$ cat config.mk
export PLATFORM = sky130hd
export DESIGN_NAME = ads_regs
export DESIGN_NICKNAME = d
export VERILOG_FILES = /design/src/design/ads_pkg.sv /design/src/design/ads_regs.sv
export SDC_FILE = /design/constraint.sdc
export NUM_CORES = 1
export LEC_CHECK = 0
export BUFFER_PORTS_ARGS = -buffer_cell sky130_fd_sc_hd__buf_2
export CAP_MARGIN = 20
export CORE_ASPECT_RATIO = 1.5
export CORE_UTILIZATION = 25
export DETAILED_ROUTE_END_ITERATION = 16
export HOLD_SLACK_MARGIN = 0.02
export PLACE_DENSITY = 0.44
export SLEW_MARGIN = 40
export SYNTH_ARGS = -nofsm -noshare
export SYNTH_HDL_FRONTEND = slang
export SYNTH_SLANG_ARGS = --single-unit
export TNS_END_PERCENT = 1
$ cat constraint.sdc
create_clock -name clk -period 1.75 [get_ports clk]
set_input_delay 0.0875 -clock clk [delete_from_list [all_inputs] [get_ports clk]]
set_output_delay 0.0875 -clock clk [all_outputs]
set_load 0.005 [all_outputs]
$ cat src/design/ads_pkg.sv
// Constants shared by the target address and soft reset register pair.
`default_nettype none

package ads_pkg;

  // ----------------------------------------------------------------------
  // Register offsets on the serial control bus
  // ----------------------------------------------------------------------
  localparam logic [7:0] ADS_ADDR_CFG_OFS = 8'h00;
  localparam logic [7:0] ADS_RST_CTL_OFS = 8'h01;

  // ----------------------------------------------------------------------
  // Field positions
  // ----------------------------------------------------------------------
  localparam int ADS_ADDR_MSB = 7;
  localparam int ADS_ADDR_LSB = 1;
  localparam int ADS_SRC_SEL_BIT = 0;
  localparam int ADS_VRX_RST_BIT = 4;
  localparam int ADS_FULL_RST_BIT = 1;
  localparam int ADS_LOGIC_RST_BIT = 0;

  // ----------------------------------------------------------------------
  // Values after reset and cycle counts
  // ----------------------------------------------------------------------
  localparam logic [6:0] ADS_ADDR_RST = 7'h00;
  localparam logic ADS_SRC_SEL_RST = 1'b0;
  localparam logic [7:0] ADS_RDATA_RST = 8'h00;
  // Cycle after reset release in which the synchronised strap is caught.
  localparam logic [1:0] ADS_CAP_AT = 2'h2;

endpackage

`default_nettype wire

$ cat src/design/ads_regs.sv
// Target address and self-clearing soft reset registers.
`default_nettype none

module ads_regs (
  // Clock and reset
  input wire logic clk,
  input wire logic rst,
  // Strap level, already decoded to an address, from the pin
  input wire logic [6:0] address_strap_pin,
  // Register access from the serial control bus engine
  input wire logic reg_wr_en,
  input wire logic reg_rd_en,
  input wire logic [7:0] reg_addr,
  input wire logic [7:0] reg_wdata,
  output logic [7:0] reg_rdata,
  // Address the bus engine must answer at
  output logic [6:0] active_target_address,
  // Reset pulses to the rest of the device
  output logic video_rx_reset,
  output logic full_digital_reset,
  output logic logic_only_reset,
  output logic default_restore
);

  // ----------------------------------------------------------------------
  // State
  // ----------------------------------------------------------------------
  typedef struct packed {
    logic [6:0] strap_s1;
    logic [6:0] strap_s2;
    logic [6:0] strap_r;
    logic [1:0] cap_cnt;
    logic [6:0] dev_addr;
    logic src_sel;
    logic vrx_rst;
    logic full_rst;
    logic logic_rst;
    logic restore;
    logic [6:0] active;
    logic [7:0] rdata;
  } ads_state_t;

  ads_state_t st_r;
  ads_state_t st_nxt;

  // Write to one register of this pair.
  function automatic logic hit(input logic en, input logic [7:0] a,
                               input logic [7:0] ofs);
    hit = en && (a == ofs);
  endfunction

  // ----------------------------------------------------------------------
  // Next state
  // ----------------------------------------------------------------------
  // A full reset restarts everything, including the strap capture, so the
  // address is briefly zero until the strap is caught again.
  always_comb begin
    st_nxt = st_r;
    st_nxt.strap_s1 = address_strap_pin;
    st_nxt.strap_s2 = st_r.strap_s1;
    // Reset bits live one cycle only.
    st_nxt.vrx_rst = 1'b0;
    st_nxt.full_rst = 1'b0;
    st_nxt.logic_rst = 1'b0;
    st_nxt.restore = 1'b0;
    // The counter stops at its top so the strap is caught once per reset;
    // a free count would keep reloading it over a programmed address.
    if (st_r.cap_cnt != 2'h3) begin
      st_nxt.cap_cnt = st_r.cap_cnt + 2'h1;
    end
    if (st_r.cap_cnt == ads_pkg::ADS_CAP_AT) begin
      // Two cycles of synchroniser have settled by now.
      st_nxt.strap_r = st_r.strap_s2;
      st_nxt.dev_addr = st_r.strap_s2;
    end
    if (hit(reg_wr_en, reg_addr, ads_pkg::ADS_ADDR_CFG_OFS)) begin
      st_nxt.dev_addr = reg_wdata[ads_pkg::ADS_ADDR_MSB:ads_pkg::ADS_ADDR_LSB];
      st_nxt.src_sel = reg_wdata[ads_pkg::ADS_SRC_SEL_BIT];
    end
    if (hit(reg_wr_en, reg_addr, ads_pkg::ADS_RST_CTL_OFS)) begin
      st_nxt.vrx_rst = reg_wdata[ads_pkg::ADS_VRX_RST_BIT];
      st_nxt.full_rst = reg_wdata[ads_pkg::ADS_FULL_RST_BIT];
      st_nxt.logic_rst = reg_wdata[ads_pkg::ADS_LOGIC_RST_BIT];
    end
    // Placed after the writes, so a logic-only reset wins a clash with a
    // write to the address register in the same cycle.
    if (st_r.logic_rst) begin
      // Registers survive, but strapped and listed ones go to default.
      st_nxt.dev_addr = st_r.strap_r;
      st_nxt.src_sel = ads_pkg::ADS_SRC_SEL_RST;
      st_nxt.restore = 1'b1;
    end
    if (reg_rd_en) begin
      unique case (reg_addr)
        ads_pkg::ADS_ADDR_CFG_OFS: st_nxt.rdata = {st_r.dev_addr,
                                                   st_r.src_sel};
        ads_pkg::ADS_RST_CTL_OFS: st_nxt.rdata = {3'h0, st_r.vrx_rst, 2'h0,
                                                  st_r.full_rst,
                                                  st_r.logic_rst};
        default: st_nxt.rdata = ads_pkg::ADS_RDATA_RST;
      endcase
    end
    // Chosen address follows the source select.
    st_nxt.active = st_r.src_sel ? st_r.dev_addr : st_r.strap_r;
    if (st_r.full_rst) begin
      // Everything but the strap synchroniser returns to reset state.
      st_nxt = '0;
      st_nxt.strap_s1 = address_strap_pin;
      st_nxt.strap_s2 = st_r.strap_s1;
    end
  end

  // ----------------------------------------------------------------------
  // State register
  // ----------------------------------------------------------------------
  always_ff @(posedge clk) begin
    if (rst) begin
      st_r <= '0;
    end else begin
      st_r <= st_nxt;
    end
  end

  // ----------------------------------------------------------------------
  // Outputs
  // ----------------------------------------------------------------------
  // All come straight from the state register.
  assign reg_rdata = st_r.rdata;
  assign active_target_address = st_r.active;
  assign video_rx_reset = st_r.vrx_rst;
  assign full_digital_reset = st_r.full_rst;
  assign logic_only_reset = st_r.logic_rst;
  assign default_restore = st_r.restore;

  // Write strobe aimed at the reset register, shared by the pulse checks.
  logic wr_rst_reg;
  assign wr_rst_reg = hit(reg_wr_en, reg_addr, ads_pkg::ADS_RST_CTL_OFS);
endmodule

`default_nettype wire

# == Word level (Yosys, flattened, before mapping) ==
# Cells that the tools add are included.
# word_totals
regBits,50
latch_bits,0
mem_bits_rw,0
mem_bits_ro,0
output_inout_bits,19
wordCells,30
memories,0
# op_classes
n_addsub,1
multipliers,0
div_mod_pow,0
order_cmp,0
eq_ne,3
n_shift,0
mux,6
bitwise_logic,1
n_reduce_logical,7
# ops
cell,n
8-bit 2-to-1 mux,2
8-bit case mux with 2 select lines,1
7-bit 2-to-1 mux,2
"8-bit by 1-bit == test with 1-bit output, second input constant",1
8-bit zero test,1
3-bit OR reduction,2
3-bit nonzero test,1
"2-bit by 1-bit adder with 2-bit output, second input constant",1
"2-bit == test, second input constant",1
1-bit logical AND,2
"2-bit inequality test, second input constant",1
2-bit OR reduction,1
1-bit 2-to-1 mux,1
1-bit NOT,1

# == Depth between registers and ports, before layout ==
# Gate-level depths: netlist of run 1.
# depth
word_depth,4
depth_mapped,6

# == Least setup slack after synthesis of run 1 ==
# Ideal clock, no wire load.
# synth_path
path_kind,register to register
start,"register st_r, in the netlist logic_only_reset"
end,register st_r[22] (netlist bit)
arrival_time_ps,1295
t_required_ps,1691
setup_slack_ps,397
path_stages_with_launch,6
n_path_buf,1
period_less_slack_ps,1353
cell_sequence,dfxtp_1 inv_2 and4_1 buf_6 a221oi_2 a22o_1
# synth_between
elab_chain_cells,1
word_cells_on_any_way,2
# synth_rtl
item,line,rtl
start: declaration,ads_regs.sv:43,ads_state_t st_r;
start signal: assignment,ads_regs.sv:120,st_r <= st_nxt;
3-bit nonzero test (no line) / 8-bit 2-to-1 mux (equally long branches),n/a,
# Parallel ways exist; a longest one is shown, timed or not.
# A chain may end at the register's enable or synchronous reset.

# == Final worst setup path of run 1 ==
# layout_path
start,register st_r[27] (netlist bit)
end,register st_r[25] (netlist bit)
# layout_between
elab_chain_cells,2
# layout_rtl
item,line,rtl
2-bit == test,ads_regs.sv:71,if (st_r.cap_cnt == ads_pkg::ADS_CAP_AT) begin
3-bit nonzero test (no line),n/a,
# Every way passes these cells.

==> impl_metrics.ini, run 1 <==
[yosys]
synth.top_cells.by_area = dfxtp_1 (48%), buf_4 (5.4%), a221oi_2 (5.0%), nand2b_1 (4.5%), nor2b_1 (4.2%)
netlist.area_leader.share_pct = 48.0
seq_area_frac_synth_pct = 48.0
async_reset_ff_share_pct = 0
syn-num-nets = 236
synthTopCellsByCount = dfxtp_1 (50), a21oi_1 (16), buf_4 (15), nand2b_1 (15), nor2b_1 (14)
synth_area_leader_cell = dfxtp_1
synth_area_per_cell_um2 = 10.1
syn-instance-count = 207
synth.most_common_cell = dfxtp_1
syn_area_um2 = 2080
yosys.cell_types.count = 32
synth_seq_cells = 50
yosysWarnings = 0
synth_edf_count = 0
synth_top_flop_cell = dfxtp_1

[grt]
grt_pass1_vias = 1407
track_usage_pct = 9.98
grt_max_degree = 19
grt.overflow.total = 0
grt_pass1_wl_um = 6730
antenna_found_initial = 0

[placed_design]
hpwl_um = 3100
portBuffers = 45
pre_cts_slack_ns = 0.260
finalWeightedCongestion = 0.731

[power]
sw_frac_of_total_pct = 22.1
net-switching-power_uw = 555
p_seq_share_pct = 47.7
pwr-share-clk_pct = 43.8
power_density_nw_per_um2 = 971
power.internal_mw = 1.95
p_leak_nw = 1.11
ir_drop_v = 0.000507
p_comb_share_pct = 8.5

[worst_setup_path]
cp-end-kind = register
cp_slowest_stage_delay_ns = 0.41
startpoint_type = register
arrival_ns = 1.68
critPathMaxFanout = 15
critPathRequiredTime_ns = 1.98
crit_buf_inv = 1
crit_type = register to register
path_cells = inv_1, ha_1, nor3b_4, a22o_1
slowest_stage = nor3b_4
crit_family = simple AND/OR/NAND/NOR gates

[routing]
firstDrtPassIters = 4
drc_errors = 0
routed_wirelength_um = 4210
routedWlPerCell_um = 11.8
first_iter_violations = 53
final_antenna_net_count = 0
viasPerCell = 4.04
vias = 1437

[sta]
timing.fmax_ghz = 0.693
rsz0062_at_grt = no
hold_viol_final = 0
tns_ns = 0
fin_crit_sh_pct = 82.5
maxSlewViolCount = 0
skew_ns = 0.00680
worst_slack_ns = 0.306
worst_pin_slew_ns = 0.515
relSlewSlack_pct = 65.7
period_needed_ns = 1.44
finalSetupViolCount = 0

[cts]
root_buffer = clkbuf_16
cts_tree = built
postCtsSetupBuffers = 0
clock_latency_ns = 0.29
cts_max_level = 2
cts.clk_slew.worst_paths_ns = 0.07
cts_buffers = 5
clock_path_buffers = 2
cts_sinks = 50

[die]
core_area_um2 = 8060
num_io_pins = 46
die_h_um = 114
die_area_um2 = 8710
rows = 40
initial_core_util_pct = 25.9
die_x_um = 76.5

[worst_hold_path]
hp-class = input pin to register

[run]
cap_violations = 0

[cells_and_area]
fill_cells = 848
num_antenna_cells = 0
drive_gt1_share_pct = 31.5
nNetsFinal = 279
syn2layout_area_growth_pct = 24.0

[status]
status = finished clean
## worst reg2reg max path: stages (launching register included)
cell and delay (ns):
dfxtp_1 0.36, inv_1 0.05, ha_1 0.37, nor3b_4 0.41
a22o_1 0.19
## layer usage
| metal | global-route usage (%) | vias to the layer above | routed length [um] |
|---|---|---|---|
| li1 | - | 764 | - |
| met1 | 10.8 | 643 | 1750 |
| met2 | 18.8 | 25 | 2260 |
| met3 | 2.24 | 5 | 138 |
| met4 | 3.59 | 0 | 57 |
| met5 | 0 | - | 0 |
## flip-flops by register name, summed over array words and instances, names as in the netlist
register / count
active_target_address: 7
default_restore: 1
full_digital_reset: 1
logic_only_reset: 1
reg_rdata: 8
st_r: 31
video_rx_reset: 1
## layout make-up
class,instances,area [um2],area share (%)
sequential,50,1000,38.7
clock inverter,3,45.0,1.74
tap,105,131,5.08
multi-input combinational,120,873,33.8
clock buffer,5,125,4.84
inverter,12,45.0,1.74
timing repair buffer,61,363,14.0
## worst paths after layout
check / startpoint / to / slack (ns) / depth (start not counted)
min reg2reg: st_r[48] / st_r[41] / 0.43 / 1
min: reg_wdata[4] / video_rx_reset / 0.06 / 2
max: st_r[27] / st_r[25] / 0.31 / 4
max reg2reg: st_r[27] / st_r[25] / 0.31 / 4
## kinds of logic (layout without fill, tap and decap cells)
family	count (synthesis)	in the layout	synth area share, %
multiplexers	10	10	4.93
adder cells (fa/ha/maj)	2	2	1.20
XOR/XNOR	1	1	0.420
flip-flops	50	50	48.0
AO/OA/AOI/OAI	35	35	14.1
buffers and inverters	37	81	10.0
AND/OR/NAND/NOR	72	72	21.3
## through the flow
stage          power [mW]  hold WS (ns)  cell area [um2]  utilization (%)  std cells
2_1_floorplan        1.35         0.159             2080                -        207
3_3_place_gp         1.43         0.301             2340             29.1        341
3_5_place_dp         1.43         0.299             2340             29.1        341
4_1_cts              2.55        0.0547             2580             32.1        356
5_1_grt              2.62        0.0648             2580             32.1        356
6_report             2.51        0.0571             2580             32.1        356
## power groups by stage
stage | clock network (mW) | logic, mW | registers (mW)
after detailed placement | 0 | 0.208 | 1.22
final | 1.10 | 0.214 | 1.20
after CTS | 1.14 | 0.220 | 1.20
after global placement | 0 | 0.205 | 1.22
after floorplan | 0 | 0.136 | 1.22
after global routing | 1.18 | 0.242 | 1.20
## timing repair
item | in CTS | in global routing
hold buffers | 7 | 0
hold endpoints to repair | 7 | 0
gates resized for setup | 0 | 0
endpoints found under the setup margin | 0 | 0
## placed cells by master (no fill, tap or decap), types with 2 or more instances in the layout
master	n
a21oi_1	16
and3_1	3
ha_1	2
dlygate4sd3_1	7
mux2_2	2
a221oi_2	7
inv_1	11
nor2b_1	14
nand2b_1	15
clkinvlp_4	2
buf_2	45
buf_4	9
clkbuf_16	5
nand3_1	9
a21o_1	4
dfxtp_1	50
a22o_1	3
mux2i_1	8
o21bai_1	4
nor2_1	12
nand2_1	11
nor4_4	2
Note: power is estimated with default switching activity, not from simulation.
==> run 2: changes to the inputs <==
ABC_AREA = 1   (was not set)
clock period = 1.47 ns   (was 1.75 ns; I/O delays follow)
==> run 2 against run 1 <==
  * Synthesized cell count grew 35%
  * Clock power grew 18%
  * Final area is 0.29% higher
  * Die area up 0.94%
  * First-iteration DRC count up 66%
  * Combinational power grew 90%
  * Fmax up 14%
==> impl_metrics.ini, run 2 <==
[status]
status = finished clean

[die]
die_x_um = 76.9
die_area_um2 = 8790
num_io_pins = 46
die_h_um = 114
rows = 40
core_area_um2 = 8060
initial_core_util_pct = 26.1

[worst_setup_path]
crit_type = register to register
reg2reg_depth = 7
critPathMaxFanout = 14
critPathRequiredTime_ns = 1.65
cp-end-kind = register
r2r_end = st_r[25]
crit_start = st_r[27]
arrival_ns = 1.45
worstSetupEndpoint = st_r[25]
startpoint_type = register
r2r_slack_ns = 0.21
r2r_start = st_r[27]

[routing]
viasPerCell = 4.06
first_iter_violations = 88
routedWlPerCell_um = 10.3
final_antenna_net_count = 0
routed_wirelength_um = 4390
firstDrtPassIters = 4
vias = 1721
drc_errors = 0

[placed_design]
hpwl_um = 3230
dpl_cell_area_um2 = 2340
finalWeightedCongestion = 0.737
portBuffers = 45

[sta]
timing.fmax_ghz = 0.791
maxSlewViolCount = 0
worst_pin_slew_ns = 0.466
relSlewSlack_pct = 68.9
finalSetupViolCount = 0
hold_viol_final = 0
period_needed_ns = 1.26
whs_ns = 0.0460
tns_ns = 0
fin_crit_sh_pct = 86.0
skew_ns = 0.00453
rsz0062_at_grt = no

[worst_hold_path]
hp-class = input pin to register
hold_depth = 3

[grt]
antenna_found_initial = 0
grt_use_met2_pct = 19.6
gr-usage-met1_pct = 11.3
use_met3_pct = 2.71
grt.busiest_layer = met2
grt_max_degree = 32
track_usage_pct = 10.9
grt_pass1_wl_um = 7310
grt.overflow.total = 0
grt_pass1_vias = 1567

[cts]
cts_max_level = 2
cts_tree = built
cts_resized = 0
cts.clk_slew.worst_paths_ns = 0.07
ctsHoldBuffers = 9
clock_latency_ns = 0.29
clock_path_buffers = 2
cts_sinks = 50
postCtsSetupBuffers = 0
cts_buffers = 5
root_buffer = clkbuf_16

[power]
ir_drop_v = 0.000426
power_density_nw_per_um2 = 1250
p_leak_nw = 1.30
finalPower_mw = 3.25

[yosys]
yosys.cell_types.count = 23
synth_edf_count = 0
synth_top_family_by_area = simple AND/OR/NAND/NOR gates
synth_seq_cells = 50
synth.top_cells.by_area = dfxtp_1 (48%), a21oi_1 (9.0%), inv_1 (8.9%), buf_4 (5.4%), nand2_1 (5.4%)
synth_simple_gate_area_share_pct = 17.9
syn-num-nets = 308
async_reset_ff_share_pct = 0
syn_area_um2 = 2100
seq_area_frac_synth_pct = 47.6
synth_compound_area_share_pct = 15.6
synthMuxAreaShare_pct = 0
synth_top_flop_cell = dfxtp_1
synth_fa_ha_area_share_pct = 1.19
synthTopCellsByCount = dfxtp_1 (50), inv_1 (50), a21oi_1 (38), nand2_1 (30), nor2_1 (24)
synth_area_per_cell_um2 = 7.54
synth_area_leader_cell = dfxtp_1
yosys.area_share.xor_xnor_pct = 0
yosysWarnings = 0
syn-instance-count = 279
netlist.area_leader.share_pct = 47.6

[cells_and_area]
num_antenna_cells = 0
most-common-layout-cells = inv_1 (50), dfxtp_1 (50), buf_2 (45)
drive_gt1_share_pct = 20.4
nNetsFinal = 347
regMostFlops = st_r
syn2layout_area_growth_pct = 23.2
fin_area_um2 = 2590
largest_register_ffs = 31

[run]
cap_violations = 0
[run 2: cell count changes after synthesis, sizes merged, moves of 13 or more]
cell	change
inv	+39
o21ai	+23
a21oi	+22
nand2	+21
nand2b	-15
nor2	+15
nor2b	-14
nand3	+13
[run 2: how the worst min path moves through the flow]
| stage | from | end |
|---|---|---|
| finish | reg_wdata[1] | full_digital_reset |
| floorplan | rst | st_r[49] |
| global route | reg_wdata[1] | full_digital_reset |
| detailed placement | address_strap_pin[2] | st_r[45] |
| global placement | address_strap_pin[5] | st_r[48] |
| CTS | reg_wdata[1] | full_digital_reset |
[run 2: where the power goes]
| group | internal, mW | switching [mW] |
|---|---|---|
| registers | 1.48 | 0.0643 |
| logic | 0.192 | 0.215 |
| clock network | 0.797 | 0.502 |
| total | 2.47 | 0.781 |
[run 2: layer usage]
metal	wire length [um]	vias up
li1	-	932
met5	0	-
met4	118	0
met3	163	6
met1	1840	755
met2	2270	28
[run 2: through the flow]
| stage | util [%] | worst slack, ns | cells |
|---|---|---|---|
| finish | 32.2 | 0.206 | 424 |
| global route | 32.2 | 0.0786 | 424 |
| CTS | 32.2 | 0.192 | 424 |
| detailed placement | 29.0 | 0.212 | 407 |
| global placement | 29.0 | 0.246 | 407 |
| floorplan | - | 0.135 | 279 |
[run 2: cell families after synthesis]
logic type / count (synthesis)
AOI/OAI and AO/OA: 64
adders and majority gates: 2
buffers and inverters: 79
DFF: 50
and+or+nand+nor: 84
[run 2: final cells by class]
type                       instances  area, um2
inverter                          51        191
clock buffer                       5        125
tap                              105        131
clock inverter                     3       40.0
multi-input combinational        150        729
sequential                        50       1000
timing repair buffer              60        373
fill                             894       5470
[run 2: worst max-delay path, cell delays in order, from the launching register on]
cell and delay (ns):
dfxtp_1 0.38, inv_1 0.06, ha_1 0.21, nor2_1 0.10, buf_4 0.20, nand3_1 0.10
nand2_1 0.07, a21oi_1 0.04
==> run 3: changes to the inputs <==
REMOVE_ABC_BUFFERS = 1   (was not set)
==> run 3 against run 2 <==
  * Cell count fell by 0.24%
  * Via count fell by 1.4%
  * Utilization fell by 0.12 points
  * Clock skew rose by 0.0015 ns
  * First-iteration DRC count fell by 30%
  * Critical path depth did not move
  * Sequential power barely moved
  * Sequential cell count did not move
  * Count of clock-buffer cells in the layout did not move
  * Fmax rose by 0.46%
  * Final area fell by 0.39%
  * Highest routed layer unchanged
==> impl_metrics.ini, run 3 (synthesis results as in run 2) <==
[die]
die_x_um = 76.9
core_area_um2 = 8060
die_area_um2 = 8790
initial_core_util_pct = 26.1
rows = 40
num_io_pins = 46
die_h_um = 114

[worst_setup_path]
cp-end-kind = register
arrival_ns = 1.44
crit_type = register to register
r2r_slack_ns = 0.21
critPathRequiredTime_ns = 1.65
reg2reg_depth = 7
startpoint_type = register
r2r_end = st_r[23]
r2r_start = st_r[27]
critPathMaxFanout = 14

[grt]
grt.overflow.total = 0
grt_pass1_vias = 1529
grt_max_degree = 32
antenna_found_initial = 0
grt_pass1_wl_um = 7250
track_usage_pct = 10.8

[cts]
cts_resized = 0
root_buffer = clkbuf_16
clock_path_buffers = 2
cts_sinks = 50
cts.clk_slew.worst_paths_ns = 0.07
cts_tree = built
cts_max_level = 2
cts_buffers = 5
clock_latency_ns = 0.29

[sta]
hold_viol_final = 0
maxSlewViolCount = 0
timing.fmax_ghz = 0.795
worst_pin_slew_ns = 0.469
rsz0062_at_grt = no
fin_crit_sh_pct = 85.6
finalSetupViolCount = 0
relSlewSlack_pct = 68.7
skew_ns = 0.00606
period_needed_ns = 1.26

[worst_hold_path]
hp-start = reg_wdata[0]
hold_depth = 3
hold_end = logic_only_reset
hp-class = input pin to register

[cells_and_area]
most-common-layout-cells = inv_1 (50), dfxtp_1 (50), buf_2 (45)
nNetsFinal = 346
syn2layout_area_growth_pct = 22.7
fill_cells = 889
largest_register_ffs = 31
num_antenna_cells = 0
regMostFlops = st_r
fin_area_um2 = 2580
fin_cells = 423
drive_gt1_share_pct = 20.4

[routing]
firstDrtPassIters = 4
drc_errors = 0
vias = 1697
first_iter_violations = 62
routed_wirelength_um = 4400
final_antenna_net_count = 0
viasPerCell = 4.01
routedWlPerCell_um = 10.4

[placed_design]
portBuffers = 45
hpwl_um = 3170
finalWeightedCongestion = 0.753
numPlacedInstances = 407
dpl_cell_area_um2 = 2340

[power]
power_density_nw_per_um2 = 1250
p_leak_nw = 1.30
ir_drop_v = 0.000509
finalPower_mw = 3.24

[status]
status = finished clean

[run]
cap_violations = 0
## run 3: cell count changes in the layout (fill, tap and decap cells not counted), sizes merged
cell,change
dlygate4sd3,-1
## run 3: repair_timing
action / 4_1_cts / 5_1_grt
setup buffers: 0 / 0
hold endpoints to repair: 8 / 0
hold buffers: 8 / 0
## run 3: critical path, cell delays in order, from the launching register on
cell     delay [ns]
dfxtp_1        0.37
inv_1          0.06
ha_1           0.20
nor2_1         0.10
buf_4          0.20
nand3_1        0.10
nand2_1        0.08
a21oi_1        0.04
## run 3: worst max path at each step
stage / startpoint / end / cells after the start
floorplan: full_digital_reset / st_r[19] / 5
detailed placement: st_r[27] / st_r[23] / 7
finish: st_r[27] / st_r[23] / 7
CTS: st_r[27] / st_r[23] / 7
global route: st_r[27] / st_r[20] / 6
global placement: st_r[27] / st_r[23] / 7
## run 3: metrics by stage
stage               hold WS (ns)  util [%]  setup slack [ns]  TNS [ns]
CTS                       0.0364      32.0             0.215         0
floorplan                  0.145         -            -0.180     -2.15
detailed placement         0.279      29.0             0.230         0
global route              0.0393      32.0            0.0932         0
global placement           0.276      29.0             0.254         0
finish                    0.0352      32.0             0.212         0
## run 3: cell type report
type | instances | area [um2] | share of cell area (%)
sequential | 50 | 1000 | 38.8
multi-input combinational | 150 | 729 | 28.3
timing repair buffer | 59 | 363 | 14.1
inverter | 51 | 191 | 7.42
tap | 105 | 131 | 5.09
clock buffer | 5 | 125 | 4.85
clock inverter | 3 | 40.0 | 1.55
## run 3: report_power, final
part	switching, mW	internal [mW]	leakage, nW
clock network	0.495	0.797	0.0836
registers	0.0654	1.48	0.410
logic	0.214	0.190	0.807
total	0.775	2.46	1.30
## run 3: metal layers
metal,vias up,share of wire (%),global-route usage [%]
li1,934,-,-
met1,727,45,12.0
met2,31,49,18.5
met3,5,3.3,2.87
met4,0,2.2,5.77
met5,-,0,0
